<file path="config.mk">
export PLATFORM = sky130hd
export DESIGN_NAME = afo_formatter
export DESIGN_NICKNAME = d
export VERILOG_FILES = /design/src/design/afo_pkg.sv /design/src/design/afo_formatter.sv /design/src/design/afo_sync.sv /design/src/design/afo_delay.sv
export VERILOG_INCLUDE_DIRS = /design/src /design/src/design
export SDC_FILE = /design/constraint.sdc
export NUM_CORES = 1
export LEC_CHECK = 0
export BUFFER_PORTS_ARGS = -buffer_cell sky130_fd_sc_hd__buf_2
export CAP_MARGIN = 20
export CORE_MARGIN = 1.5
export CORE_UTILIZATION = 45
export DETAILED_ROUTE_END_ITERATION = 8
export GPL_TIMING_DRIVEN = 0
export PLACE_DENSITY = 0.67
export SLEW_MARGIN = 20
export SYNTH_ARGS = -nofsm -noshare
export SYNTH_HDL_FRONTEND = slang
export SYNTH_SLANG_ARGS = --single-unit
</file>
<file path="constraint.sdc">
create_clock -name hclk -period 2.3 [get_ports hclk]
set_input_delay 0.115 -clock hclk [delete_from_list [all_inputs] [get_ports hclk]]
set_output_delay 0.115 -clock hclk [all_outputs]
set_load 0.05 [all_outputs]
</file>
<file path="src/design/afo_consts.svh">
// afo_consts.svh: offsets, field positions, reset values and counts of the output formatter
// assumes: included by bare name from the package and the design modules
`ifndef AFO_CONSTS_SVH
`define AFO_CONSTS_SVH

// ----------------------------------------------------------------------------
// register byte offsets
// ----------------------------------------------------------------------------
`define AFO_CTRL_OFS        8'h00
`define AFO_STATUS_OFS      8'h04
`define AFO_SCOUNT_OFS      8'h08
`define AFO_RCOUNT_OFS      8'h0C
`define AFO_LASTWORD_OFS    8'h10

// ----------------------------------------------------------------------------
// control field positions and reset value
// ----------------------------------------------------------------------------
`define AFO_CTRL_PDN_BIT    0
`define AFO_CTRL_DITHER_ENABLE_PIN_BIT   1
`define AFO_CTRL_SCRM_BIT   2
`define AFO_CTRL_GAIN_BIT   3
`define AFO_CTRL_STYLE_LSB  4
`define AFO_CTRL_FMT_LSB    6
`define AFO_CTRL_RESET      8'h00

// ----------------------------------------------------------------------------
// widths and counts
// ----------------------------------------------------------------------------
`define AFO_WORD_W          16
`define AFO_LATENCY         7
`define AFO_SYNC_STAGES     2

`endif

</file>
<file path="src/design/afo_pkg.sv">
// afo_pkg.sv: types of the output formatter
// assumes: afo_consts.svh sits on the include path
`include "afo_consts.svh"

package afo_pkg;

  // --------------------------------------------------------------------------
  // level-coded selects: 0 = ground, 1 = one third, 2 = two thirds, 3 = supply
  // --------------------------------------------------------------------------
  typedef enum logic [1:0] {
    AFO_STYLE_FULL_SE,
    AFO_STYLE_DEMUX_SE,
    AFO_STYLE_LP_DIFF,
    AFO_STYLE_STD_DIFF
  } afo_style_t;

  typedef enum logic [1:0] {
    AFO_FMT_OB_NODCS,
    AFO_FMT_OB_DCS,
    AFO_FMT_TC_DCS_A,
    AFO_FMT_TC_DCS_B
  } afo_fmt_t;

  typedef struct packed {
    logic                      pdn;
    logic                      dither_enable_pin;
    logic                      scrm;
    logic                      gain;
    afo_style_t                style;
    afo_fmt_t                  fmt;
  } afo_ctrl_t;

  typedef struct packed {
    // bus side
    logic                      dph_wr;
    logic [7:0]                dph_addr;
    logic [31:0]               rdata;
    logic                      readyout;
    // control and counters
    afo_ctrl_t                 ctrl;
    logic [31:0]               scount;
    logic [31:0]               rcount;
    // encode edge tracking
    logic                      enc_prev;
    logic                      demux_phase;
    logic [`AFO_WORD_W-1:0]    hold_word;
    logic                      hold_rng;
    // pins
    logic [`AFO_WORD_W-1:0]    bus_a;
    logic [`AFO_WORD_W-1:0]    bus_b;
    logic                      rng_a;
    logic                      rng_b;
    logic                      strobe_b;
    logic                      oe_a;
    logic                      oe_b;
    logic                      oe_clk;
    logic                      pdn_out;
    logic                      dither_enable_pin_out;
    logic                      gain_out;
    logic                      dcs_out;
  } afo_state_t;

endpackage

</file>
<file path="src/design/afo_formatter.sv">
// afo_formatter.sv: output formatter of a 16-bit sampling converter, AHB-Lite controlled
// assumes: core_word and core_range come from the converter core on hclk;
// the encode clock pins are asynchronous and much slower than hclk
`include "afo_consts.svh"

// What this block does
// - power-down stops analog, tristates both buses, both range flags and both strobes
// - dither enable follows control bit
// - second bus driven only in demux mode
// - first bus carries words in both modes
// - second range flag marks its word's overrange
// - second range flag tristated in full-rate mode
// - first range flag marks its word's overrange
// - second strobe: sample rate, half in demux
// - first strobe is inverse of second
// - style select: demux or full rate; both differential codes act as full rate
// - format select sets coding and stabilizer
// - scramble xors upper bits with bit zero
// - gain select: one when low, 1.5 high
// - sample held on encode rising edge
// - output word appears seven samples later; in demux the first bus word appears eight samples later
module afo_formatter
  import afo_pkg::*;
#(
  parameter int LATENCY = `AFO_LATENCY
) (
  input  wire logic                   hclk,
  input  wire logic                   hresetn,
  input  wire logic                   hsel,
  input  wire logic [31:0]            haddr,
  input  wire logic [1:0]             htrans,
  input  wire logic                   hwrite,
  input  wire logic [2:0]             hsize,
  input  wire logic [31:0]            hwdata,
  input  wire logic                   hready,
  output logic                        hreadyout,
  output logic [31:0]                 hrdata,
  output logic                        hresp,
  input  wire logic                   encode_clock_pos,
  input  wire logic                   encode_clock_neg,
  input  wire logic [`AFO_WORD_W-1:0] core_word,
  input  wire logic                   core_range,
  output logic [`AFO_WORD_W-1:0]      first_output_bus,
  output logic                        first_output_bus_oe,
  output logic [`AFO_WORD_W-1:0]      second_output_bus,
  output logic                        second_output_bus_oe,
  output logic                        first_bus_range_flag,
  output logic                        first_bus_range_flag_oe,
  output logic                        second_bus_range_flag,
  output logic                        second_bus_range_flag_oe,
  output logic                        first_bus_valid_strobe,
  output logic                        first_bus_valid_strobe_oe,
  output logic                        second_bus_valid_strobe,
  output logic                        second_bus_valid_strobe_oe,
  output logic                        analog_power_down,
  output logic                        dither_enable,
  output logic                        gain_high,
  output logic                        duty_stabilizer_en
);

  // --------------------------------------------------------------------------
  // state and submodule wires
  // --------------------------------------------------------------------------
  afo_state_t                 s_q;
  afo_state_t                 s_d;
  logic [1:0]                 enc_sync;
  logic                       enc_level;
  logic                       enc_rise;
  logic                       enc_fall;
  logic                       sample_adv;
  logic [`AFO_WORD_W:0]       pipe_out;
  logic [`AFO_WORD_W-1:0]     fmt_word;
  logic                       addr_ok;
  logic                       demux;

  // --------------------------------------------------------------------------
  // encode clock synchroniser and edge detect
  // --------------------------------------------------------------------------
  afo_sync #(
    .W (2)
  ) u_enc_sync (
    .hclk     (hclk),
    .hresetn  (hresetn),
    .async_in ({encode_clock_pos, encode_clock_neg}),
    .sync_out (enc_sync)
  );

  assign enc_level  = enc_sync[1] & ~enc_sync[0];
  assign enc_rise   = enc_level & ~s_q.enc_prev;
  assign enc_fall   = ~enc_level & s_q.enc_prev;
  assign sample_adv = enc_rise & ~s_q.ctrl.pdn;

  // --------------------------------------------------------------------------
  // sample pipeline: word and range flag travel together
  // --------------------------------------------------------------------------
  afo_delay #(
    .DEPTH (LATENCY),
    .W     (`AFO_WORD_W + 1)
  ) u_pipe (
    .hclk    (hclk),
    .hresetn (hresetn),
    .adv     (sample_adv),
    .din     ({core_range, core_word}),
    .dout    (pipe_out)
  );

  // --------------------------------------------------------------------------
  // output coding: core is offset binary
  // --------------------------------------------------------------------------
  always_comb begin
    fmt_word = pipe_out[`AFO_WORD_W-1:0];
    if (s_q.ctrl.fmt == AFO_FMT_TC_DCS_A || s_q.ctrl.fmt == AFO_FMT_TC_DCS_B) begin
      fmt_word[`AFO_WORD_W-1] = ~fmt_word[`AFO_WORD_W-1];
    end
    if (s_q.ctrl.scrm) begin
      fmt_word[`AFO_WORD_W-1:1] = fmt_word[`AFO_WORD_W-1:1]
                                 ^ {(`AFO_WORD_W-1){fmt_word[0]}};
    end
  end

  assign demux   = (s_q.ctrl.style == AFO_STYLE_DEMUX_SE);
  assign addr_ok = hsel & hready & htrans[1];

  // --------------------------------------------------------------------------
  // next state
  // --------------------------------------------------------------------------
  always_comb begin
    s_d          = s_q;
    s_d.readyout = 1'b1;
    s_d.enc_prev = enc_level;

    // bus data phase write
    if (s_q.dph_wr) begin
      unique case (s_q.dph_addr)
        `AFO_CTRL_OFS: begin
          s_d.ctrl.pdn   = hwdata[`AFO_CTRL_PDN_BIT];
          s_d.ctrl.dither_enable_pin  = hwdata[`AFO_CTRL_DITHER_ENABLE_PIN_BIT];
          s_d.ctrl.scrm  = hwdata[`AFO_CTRL_SCRM_BIT];
          s_d.ctrl.gain  = hwdata[`AFO_CTRL_GAIN_BIT];
          s_d.ctrl.style = afo_style_t'(hwdata[`AFO_CTRL_STYLE_LSB +: 2]);
          s_d.ctrl.fmt   = afo_fmt_t'(hwdata[`AFO_CTRL_FMT_LSB +: 2]);
        end
        `AFO_SCOUNT_OFS: begin
          s_d.scount = '0;
        end
        `AFO_RCOUNT_OFS: begin
          s_d.rcount = '0;
        end
        default: begin
        end
      endcase
    end

    // counters: a sample in the clearing cycle still counts
    if (sample_adv) begin
      s_d.scount = s_d.scount + 32'h00000001;
      if (pipe_out[`AFO_WORD_W]) begin
        s_d.rcount = s_d.rcount + 32'h00000001;
      end
    end

    // output stage
    if (s_q.ctrl.pdn) begin
      s_d.strobe_b    = 1'b0;
      s_d.demux_phase = 1'b0;
    end else if (enc_rise) begin
      if (demux) begin
        if (!s_q.demux_phase) begin
          s_d.hold_word   = fmt_word;
          s_d.hold_rng    = pipe_out[`AFO_WORD_W];
          s_d.demux_phase = 1'b1;
          s_d.strobe_b    = 1'b0;
        end else begin
          s_d.bus_a       = s_q.hold_word;
          s_d.rng_a       = s_q.hold_rng;
          s_d.bus_b       = fmt_word;
          s_d.rng_b       = pipe_out[`AFO_WORD_W];
          s_d.demux_phase = 1'b0;
          s_d.strobe_b    = 1'b1;
        end
      end else begin
        s_d.bus_a       = fmt_word;
        s_d.rng_a       = pipe_out[`AFO_WORD_W];
        s_d.demux_phase = 1'b0;
        s_d.strobe_b    = 1'b1;
      end
    end else if (enc_fall && !demux) begin
      s_d.strobe_b = 1'b0;
    end

    // drivers and analog controls follow the control register
    s_d.oe_a     = ~s_q.ctrl.pdn;
    s_d.oe_clk   = ~s_q.ctrl.pdn;
    s_d.oe_b     = ~s_q.ctrl.pdn & demux;
    s_d.pdn_out  = s_q.ctrl.pdn;
    s_d.dither_enable_pin_out = s_q.ctrl.dither_enable_pin;
    s_d.gain_out = s_q.ctrl.gain;
    s_d.dcs_out  = (s_q.ctrl.fmt != AFO_FMT_OB_NODCS);

    // address phase: capture and prepare read data
    s_d.dph_wr   = addr_ok & hwrite;
    s_d.dph_addr = haddr[7:0];
    if (addr_ok && !hwrite) begin
      unique case (haddr[7:0])
        `AFO_CTRL_OFS: begin
          s_d.rdata = {24'h000000, s_d.ctrl.fmt, s_d.ctrl.style, s_d.ctrl.gain,
                       s_d.ctrl.scrm, s_d.ctrl.dither_enable_pin, s_d.ctrl.pdn};
        end
        `AFO_STATUS_OFS: begin
          s_d.rdata = {26'h0000000, s_q.dcs_out, s_q.oe_b, s_q.oe_a,
                       s_q.strobe_b, s_q.demux_phase, enc_level};
        end
        `AFO_SCOUNT_OFS: begin
          s_d.rdata = s_d.scount;
        end
        `AFO_RCOUNT_OFS: begin
          s_d.rdata = s_d.rcount;
        end
        `AFO_LASTWORD_OFS: begin
          s_d.rdata = {s_q.bus_b, s_q.bus_a};
        end
        default: begin
          s_d.rdata = 32'h00000000;
        end
      endcase
    end else begin
      s_d.rdata = 32'h00000000;
    end
  end

  // --------------------------------------------------------------------------
  // state register
  // --------------------------------------------------------------------------
  always_ff @(posedge hclk or negedge hresetn) begin
    if (!hresetn) begin
      s_q      <= '0;
      s_q.ctrl <= afo_ctrl_t'(`AFO_CTRL_RESET);
    end else begin
      s_q <= s_d;
    end
  end

  // --------------------------------------------------------------------------
  // outputs straight from the state register; hresp tied low
  // --------------------------------------------------------------------------
  assign hreadyout                  = s_q.readyout;
  assign hrdata                     = s_q.rdata;
  assign hresp                      = 1'b0;
  assign first_output_bus           = s_q.bus_a;
  assign first_output_bus_oe        = s_q.oe_a;
  assign second_output_bus          = s_q.bus_b;
  assign second_output_bus_oe       = s_q.oe_b;
  assign first_bus_range_flag       = s_q.rng_a;
  assign first_bus_range_flag_oe    = s_q.oe_a;
  assign second_bus_range_flag      = s_q.rng_b;
  assign second_bus_range_flag_oe   = s_q.oe_b;
  assign second_bus_valid_strobe    = s_q.strobe_b;
  assign second_bus_valid_strobe_oe = s_q.oe_clk;
  assign first_bus_valid_strobe     = ~s_q.strobe_b;
  assign first_bus_valid_strobe_oe  = s_q.oe_clk;
  assign analog_power_down          = s_q.pdn_out;
  assign dither_enable              = s_q.dither_enable_pin_out;
  assign gain_high                  = s_q.gain_out;
  assign duty_stabilizer_en         = s_q.dcs_out;

endmodule // afo_formatter

</file>
<file path="src/design/afo_sync.sv">
// afo_sync.sv: two-flop synchroniser for pins from outside the hclk domain
// assumes: inputs are levels that stay stable for several hclk periods
module afo_sync #(
  parameter int W = 1
) (
  input  wire logic         hclk,
  input  wire logic         hresetn,
  input  wire logic [W-1:0] async_in,
  output logic      [W-1:0] sync_out
);

  typedef struct packed {
    logic [W-1:0] meta;
    logic [W-1:0] stable;
  } afo_sync_state_t;

  afo_sync_state_t s_q;
  afo_sync_state_t s_d;

  // --------------------------------------------------------------------------
  // two stages; only the second is read
  // --------------------------------------------------------------------------
  always_comb begin
    s_d        = s_q;
    s_d.meta   = async_in;
    s_d.stable = s_q.meta;
  end

  always_ff @(posedge hclk or negedge hresetn) begin
    if (!hresetn) begin
      s_q <= '0;
    end else begin
      s_q <= s_d;
    end
  end

  assign sync_out = s_q.stable;

endmodule // afo_sync

</file>
<file path="src/design/afo_delay.sv">
// afo_delay.sv: sample pipeline that advances once per encode rising edge
// assumes: adv is a one-cycle pulse in the hclk domain
`include "afo_consts.svh"

module afo_delay #(
  parameter int DEPTH = `AFO_LATENCY,
  parameter int W     = `AFO_WORD_W + 1
) (
  input  wire logic         hclk,
  input  wire logic         hresetn,
  input  wire logic         adv,
  input  wire logic [W-1:0] din,
  output logic      [W-1:0] dout
);

  typedef struct packed {
    logic [DEPTH-1:0][W-1:0] stage;
  } afo_delay_state_t;

  afo_delay_state_t s_q;
  afo_delay_state_t s_d;

  // --------------------------------------------------------------------------
  // shift on each sample; dout is the word taken DEPTH samples earlier
  // --------------------------------------------------------------------------
  always_comb begin
    s_d = s_q;
    if (adv) begin
      s_d.stage[0] = din;
      for (int i = 1; i < DEPTH; i++) begin
        s_d.stage[i] = s_q.stage[i-1];
      end
    end
  end

  always_ff @(posedge hclk or negedge hresetn) begin
    if (!hresetn) begin
      s_q <= '0;
    end else begin
      s_q <= s_d;
    end
  end

  assign dout = s_q.stage[DEPTH-1];

endmodule // afo_delay

</file>
=== Word-level counts from Yosys, hierarchy flattened ===
Index checks and enable logic that the tools add are counted.

* $add $sub $neg: 2
* Eq/ne operators: 10
* Reduce and logical (&&, ||, !) cells: 13
* Bitwise operators: 16
* Multiplexer cells: 26

{| class="wikitable"
|+ Operators by type and width
! operator !! number
|-
| one-hot mux 32 bit (5 select lines) || 1
|-
| two-way mux 32 bit || 4
|-
| two-way mux 72 bit || 1
|-
| adder 32 x 1 -> 32 bit (second input constant) || 2
|-
| two-way mux 64 bit || 1
|-
| two-way mux 52 bit || 1
|-
| two-way mux 17 bit || 2
|-
| two-way mux 34 bit || 1
|-
| == test 8 x 4 -> 1 bit (second input constant) || 4
|-
| two-way mux 16 bit || 2
|-
| zero test 8 bit || 2
|-
| two-way mux 15 bit || 1
|-
| bitwise XOR 15 bit || 1
|-
| two-way mux 1 bit || 11
|-
| bitwise AND 1 bit || 8
|-
| == test 8 x 3 -> 1 bit (second input constant) || 1
|-
| == test 8 x 5 -> 1 bit (second input constant) || 1
|-
| two-way mux 8 bit || 1
|-
| AND reduction 4 bit || 2
|-
| inverter 1 bit || 7
|-
| == test 2 bit (second input constant) || 2
|-
| nonzero test 2 bit || 2
|-
| AND reduction 3 bit || 1
|-
| nonzero test 3 bit || 1
|-
| 5 further kinds || 7
|}

* Logic and storage cells: 103
* Bits in registers: 297
* Output and inout bits: 80

=== Logic depth before layout (Yosys ltp) ===
Gate-level depths: netlist (run 1).

* Word-level depth: 9
* Depth in mapped cells: 11

=== Cells and area by module ===
A second synthesis (run 1) with hierarchy kept.

* Cells, all modules: 1151
* Area total of the unflattened synthesis: 13280.2 sq um

{| class="wikitable"
|+ Modules (own cells, without submodules)
! module !! instances !! cells an instance !! sequential area each (sq um) !! area an instance (sq um)
|-
| afo_formatter || 1 || 879 || 4354.2 || 8560.7
|-
| afo_delay || 1 || 268 || 2977.9 || 4619.4
|-
| afo_sync || 1 || 4 || 100.1 || 100.1
|}

=== Least setup slack after synthesis (run 1) ===
No wires, ideal clock.

* Path type: flip-flop to flip-flop
* Start point: reg s_q[173] (netlist name)
* End point: reg s_q, in the netlist hrdata[16]
* Data required time: 2173 ps
* Arrival: 2471 ps
* Buffers on the path: 2
* Setup slack: -297 ps
* Clock period less this slack: 2597 ps
* Stages on the path, launching flop included: 12
* Cell sequence: dfrtp_1 > nor4_1 > nand3b_1 > clkbuf_1 > and2_1 > ha_1 > nand4_1 > clkbuf_1 > nor4_1 > xnor2_1 > o221ai_1 > nor2b_1

{| class="wikitable"
|+ RTL lines
! what !! line !! RTL
|-
| from (decl) || afo_formatter.sv:64 || <nowiki>afo_state_t s_q;</nowiki>
|}

==> results of run 1 <==
path summary, 6_finish.rpt:
| path | to | startpoint | cells after the start | slack [ns] |
|---|---|---|---|---|
| max reg2reg | hrdata[16] | s_q[166] | 12 | -0.30 |
| min | hrdata[4] | haddr[1] | 4 | 0.01 |
| max in group asynchronous | u_pipe.s_q[78] | hresetn | 3 | 1.45 |
| min in group asynchronous | s_q[172] | hresetn | 2 | 0.04 |
| max | hrdata[16] | s_q[166] | 12 | -0.30 |
| min reg2reg | u_enc_sync.sync_out[0] | u_enc_sync.s_d[0] | 0 | 0.35 |
power by group:
group	switching (mW)	internal [mW]	total (mW)	leakage [nW]
Sequential	0.477	5.91	6.39	3.90
Clock	2.02	3.07	5.08	0.502
Combinational	1.16	0.737	1.90	3.77
Total	3.65	9.71	13.4	8.18
registers in the layout, indices dropped and copies added, names as in the netlist, 2 cells and up:
signal               count
first_output_bus        16
hrdata                  32
s_d                      3
s_q                     97
second_output_bus       16
u_enc_sync.s_d           2
u_enc_sync.sync_out      2
u_pipe.dout             17
u_pipe.s_q             102
timing repair:
action,in CTS,in global routing
hold buffers,39,0
hold endpoints to repair,334,0
setup buffers,34,11
gates resized for setup,76,61
endpoints found under the setup margin,225,124
pin swaps,31,34
placed cells by master, fill, tap and decap left out, drive strengths merged, types with 4 or more instances in the layout:
cell type and instances:
o21a 7, clkbuf 95, clkinv 5, nand2 454, dlygate4sd3 39, o211ai 4
dfrtp 297, nand4 26, clkinvlp 4, a31oi 7, nand3 30, xnor2 29
and2 17, bufinv 4, and3 8, nand2b 11, inv 12, xor2 44
nor2b 7, o21ai 66, o21ba 6, buf 246, a2bb2oi 6, and4 8
nor3 15, mux2 11, a21oi 28, nor2 91, nor4 16, mux2i 7
o221ai 5
metrics by stage:
step            util  setup TNS [ns]
2_1_floorplan      -               0
3_3_place_gp   0.495        -1373.58
3_5_place_dp   0.498         -105.33
4_1_cts        0.567           -2.20
5_1_grt        0.576           -5.54
6_report       0.576           -3.62
logic make-up (layout without fill, tap and decap cells):
logic type / after synthesis / after routing / synth area share
AOI/OAI and AO/OA: 145 / 145 / 0.0683
and+or+nand+nor: 699 / 699 / 0.233
other: 2 / 2 / 0.000576
xor gates and xnor gates: 73 / 73 / 0.0490
buffers and inverters: 147 / 405 / 0.0630
muxes: 18 / 18 / 0.0149
adders and majority gates: 1 / 1 / 0.000959
DFF: 297 / 297 / 0.570
per-layer routing:
| metal | share of wire | wire (um) | global-route usage | up-vias |
|---|---|---|---|---|
| li1 | - | - | - | 4933 |
| met1 | 0.40 | 13400 | 0.267 | 4893 |
| met2 | 0.52 | 17300 | 0.407 | 291 |
| met5 | 0 | 0 | 0 | - |
| met3 | 0.041 | 1380 | 0.0248 | 78 |
| met4 | 0.038 | 1270 | 0.0873 | 0 |
worst reg2reg max path, delay by kind of cell (launching register included):
family	cells	cell delay, ns
AND/OR/NAND/NOR	6	1.02
buffers and inverters	3	0.52
flip-flops	1	0.42
AO/OA/AOI/OAI	1	0.14
XOR/XNOR	1	0.21
adder cells (fa/ha/maj)	1	0.16
final cells by class:
cell class | count | area [sq um]
flip-flops and latches | 297 | 7430
clock buffers | 42 | 867
fillers | 2451 | 12100
plain buffers | 133 | 846
clock inverters | 13 | 175
well taps | 384 | 480
repair buffers | 205 | 1430
multi-input cells | 938 | 5200
inverters | 12 | 45.0
==> run_results.csv, run 1 <==
group,metric,value,unit
synthesis,synth_fp_nets,1476,
detailed_routing,wl,33400,um
global_route,grt_pass1_wl,52900,um
cts,cts_tree,"built",
final_layout,areaGrowthSynthToFinish,26.4,%
synthesis,synthTopCellsByArea,"dfrtp_1 57%, nand2_1 13%, buf_4 4.0%",
final_layout,num_antenna_cells,0,
setup_path,worstPathBufferInverterCount,3,
timing,setup_ws,-0.302,ns
floorplan,core_area,28600,sq um
cts,clock_latency,0.57,ns
global_route,grt_usage,0.222,
synthesis,yosys.area.top_type,"dfrtp_1",
setup_path,worstPathCellList,"nor4bb_4 > nand3b_1 > clkbuf_8 > and2_4 > ha_4 > nand4_1 > clkbuf_8 > buf_6 > nor4_4 > xnor2_2 > o221ai_1 > nor2b_1",
synthesis,postSynthAreaPerCell,9.44,sq um
power_and_ir_drop,power,13.4,mW
cts,cts_buffer_depth,3,
run_status,violations,"setup timing",
setup_path,cpLargestDelayFamily,"simple AND/OR/NAND/NOR gates",
timing,finalCriticalPeriod,2.60,ns
placed_design,dp_hpwl,23200,um
global_route,grt_pass1_vias,10200,
timing,setup_viol,25,
setup_path,cp-start-kind,"register",
synthesis,yosysWarnings,0,
floorplan,die-height,173,um
setup_path,worst_path_most_repeated_cell,"clkbuf_8",
floorplan,io_pins,173,
final_layout,fin_cells,2024,
setup_path,worstSetupPathType,"register to register",
synthesis,synth_most_common_cell,"nand2_1",
detailed_routing,drt-pass1-iter-count,5,
setup_path,cp-end-kind,"register",
synthesis,synthArstFlopShare,1.00,
run_status,outcome,"complete, but fails checks",
setup_path,critPathMaxFanout,4,
synthesis,synthTopCellsByCount,"454 x nand2_1, 297 x dfrtp_1, 90 x nor2_1, 69 x buf_4, 66 x o21ai_0",
cts,h-tree-depth,1,
setup_path,cp.required,2.73,ns
timing,clock_skew,0.0201,ns
cts,cts-root-buf,"clkbuf_16",
synthesis,synth_edf_count,0,
cts,cts.clk_slew.worst_paths,0.07,ns
synthesis,ys_seq_area_frac,0.570,
detailed_routing,routedWlPerCell,16.5,um
placed_design,pre_cts_ws,-0.745,ns
power_and_ir_drop,leakagePower,8.18,nW
detailed_routing,first_iter_violations,699,
final_layout,drive_above_1_share,0.248,
detailed_routing,num_vias,10200,
detailed_routing,drc_errors,0,
detailed_routing,antenna_left,0,
synthesis,synth_area,13000,sq um
synthesis,synthFlopType,"dfrtp_1",
setup_path,cp.arrival,3.03,ns
cts,cts.sinks,297,
setup_path,critPathMaxStageDelay,0.42,ns
placed_design,place.gp.congestion,0.948,
global_route,grt_overflow,0,
synthesis,syn_inst,1382,
timing,rsz0062_at_grt,"yes",
floorplan,fp.dieArea,30000,sq um
timing,tightest_slew,0.708,ns
power_and_ir_drop,ir_drop,0.715,mV
final_layout,layout.nets,1711,
placed_design,placed_cell_area,14300,sq um
min_path,hold_class,"input port to register",
floorplan,die_w,173,um
global_route,antenna_found_initial,0,
timing,drv_slew,0,
timing,fmax,0.384,GHz
synthesis,ys_types,57,
global_route,grt_max_degree,97,
placed_design,port_buffers,119,
floorplan,rows,62,
synthesis,ys_ff_latch,297,
job,drv_cap,0,
setup_path,critical-path-slowest-cell,"dfrtp_1",
detailed_routing,vias_per_cell,5.04,
timing,whs,0.0131,ns
final_layout,finalInstanceArea,16500,sq um
floorplan,start_util,0.456,
synthesis,synth_top_area_share,0.570,
placed_design,dp_cells,1888,
timing,hold_viol_final,0,
timing,finalCritPeriodShare,1.13,
cts,cts_inserted_buffers,30,
power_and_ir_drop,power.density,811,nW/um^2
timing,relSlewSlack,0.524,
No activity file was read; power rests on OpenSTA's default activity.
==> run 2, diff against run 1 <==
CORE_MARGIN = 2   (was 1.5)
==> run 2 against run 1 <==
- the flow still finishes with violations (setup timing)
- fmax rose by 6.8%
- sequential cell count did not move
- sequential power barely moved
- clock power up 6.3%
- core utilization increased by 1.3 points
- non-clock buffer count rose by 7
==> run_results.csv, run 2 (synthesis gave the netlist of run 1 again) <==
group,metric,value,unit
global_route,grt_pass1_wl,52600,um
power_and_ir_drop,p_clk_frac,0.396,
timing,tightest_slew,0.837,ns
floorplan,die-height,174,um
global_route,grt_max_degree,104,
detailed_routing,routedWlPerCell,16.7,um
timing,hold_viol_final,0,
placed_design,place.gp.congestion,0.966,
setup_path,reg2reg_slack,-0.14,ns
floorplan,rows,62,
power_and_ir_drop,netSwitchingPower,3.70,mW
setup_path,cp-start-kind,"register",
final_layout,final_common_cell,"nand2_1",
timing,finalCriticalPeriod,2.44,ns
detailed_routing,top_layer_used,"met4",
power_and_ir_drop,ir_drop,0.603,mV
global_route,grt_overflow,0,
detailed_routing,wl,33900,um
detailed_routing,vias_per_cell,5.04,
final_layout,layout.nets,1719,
cts,cts.clk_slew.worst_paths,0.06,ns
final_layout,largest-register,"u_pipe.s_q",
final_layout,fin_cells,2033,
setup_path,crit_path_start,"s_d[3]",
final_layout,mostFrequentLayoutCells,"453 x nand2_1, 296 x dfrtp_1, 126 x buf_2, 115 x buf_4, 87 x nor2_1",
setup_path,cp-endpoint,"hrdata[12]",
power_and_ir_drop,p_int,9.93,mW
placed_design,dp_hpwl,23000,um
cts,h-tree-depth,1,
timing,setup_ws,-0.136,ns
timing,clock_skew,0.0225,ns
placed_design,dp_cells,1887,
timing,setup_viol,19,
setup_path,cp.required,2.71,ns
setup_path,cp.arrival,2.84,ns
detailed_routing,routedLengthMet1,13400,um
detailed_routing,dr_wl_met2,17700,um
cts,cts-root-buf,"clkbuf_16",
timing,fmax,0.411,GHz
setup_path,worstSetupPathType,"register to register",
cts,cts_inserted_buffers,31,
power_and_ir_drop,power_switching_share,0.271,
timing,finalCritPeriodShare,1.06,
run_status,outcome,"complete, but fails checks",
floorplan,fp.dieArea,30400,sq um
power_and_ir_drop,p_seq_frac,0.469,
floorplan,core_area,28600,sq um
cts,cts_buffer_depth,3,
power_and_ir_drop,power,13.6,mW
cts,cts_tree,"built",
setup_path,cp-end-kind,"register",
detailed_routing,num_vias,10200,
placed_design,port_buffers,119,
detailed_routing,drt-pass1-iter-count,5,
final_layout,largest_register_ffs,102,
detailed_routing,met3_length,1720,um
timing,drv_slew,0,
min_path,min_from,"haddr[3]",
min_path,hold_class,"input port to register",
min_path,worstHoldPathCells,4,
final_layout,areaGrowthSynthToFinish,29.2,%
power_and_ir_drop,power.density,809,nW/um^2
timing,rsz0062_at_grt,"yes",
detailed_routing,drc_errors,0,
power_and_ir_drop,leakagePower,8.32,nW
setup_path,reg2reg_depth,7,
timing,relSlewSlack,0.442,
cts,cts.sinks,297,
global_route,grt_pass1_vias,10200,
job,drv_cap,0,
final_layout,num_antenna_cells,0,
floorplan,die_w,174,um
global_route,antenna_found_initial,0,
run_status,violations,"setup timing",
setup_path,timing.rr.start,"s_d[3]",
floorplan,start_util,0.456,
setup_path,critPathMaxFanout,5,
cts,clock_latency,0.56,ns
floorplan,io_pins,173,
power_and_ir_drop,combPwrFrac,0.135,
global_route,grt_usage,0.216,
detailed_routing,first_iter_violations,839,
detailed_routing,antenna_left,0,
setup_path,r2r_end,"hrdata[12]",
final_layout,drive_above_1_share,0.264,
run 2: layout make-up:
class | count | area (sq um)
Buffer | 131 | 827
Clock buffer | 43 | 911
Clock inverter | 14 | 211
Fill cell | 2384 | 11800
Inverter | 12 | 45.0
Multi-Input combinational cell | 938 | 5430
Sequential cell | 297 | 7430
Tap cell | 384 | 480
Timing Repair Buffer | 214 | 1510
run 2: routing by layer:
layer | global-route usage | up-vias
met1 | 0.267 | 4921
li1 | - | 4937
met4 | 0.0746 | 0
met3 | 0.0247 | 75
met5 | 0 | -
met2 | 0.393 | 312
run 2: power groups by stage:
stage / logic [mW] / registers, mW / clock network, mW
CTS: 1.84 / 6.39 / 5.49
detailed placement: 1.70 / 6.48 / 0
floorplan: 1.21 / 6.34 / 0
global placement: 1.64 / 6.45 / 0
finish: 1.84 / 6.39 / 5.40
global route: 2.07 / 6.47 / 5.72
run 2: worst min path at each step:
stage | end | slack, ns
after global placement | u_enc_sync.s_d[0] | 0.23
after floorplan | analog_power_down | -0.18
after detailed placement | hrdata[7] | 0.19
final | hrdata[0] | 0.12
after CTS | hrdata[0] | 0.1
after global routing | hrdata[24] | 0.17
run 2: what timing repair did:
| action | CTS | global route |
|---|---|---|
| gates resized for setup | 74 | 86 |
| pin swaps | 29 | 55 |
| endpoints found under the setup margin | 223 | 140 |
| endpoints found under the hold margin | 129 | 0 |
| setup buffers | 32 | 22 |
| cloned | 0 | 1 |
| hold buffers | 38 | 0 |
run 2: stage by stage:
stage	hold slack [ns]	utilization	cell area [sq um]	setup WS [ns]	setup TNS, ns
3_3_place_gp	0.226	0.495	14200	-4.36	-1386.03
3_5_place_dp	0.187	0.497	14200	-0.708	-105.06
2_1_floorplan	-0.181	-	13100	0.00147	0
5_1_grt	0.166	0.588	16800	-0.280	-5.15
4_1_cts	0.0967	0.568	16300	-0.104	-0.707
6_report	0.121	0.588	16800	-0.136	-1.14
run 2: critical path, cell delays in order (launching register included):
cell,delay [ns]
dfrtp_2,0.43
or4b_4,0.60
buf_6,0.15
nor4_4,0.31
nor2b_1,0.26
xnor2_2,0.19
a2bb2oi_2,0.25
a21oi_2,0.08
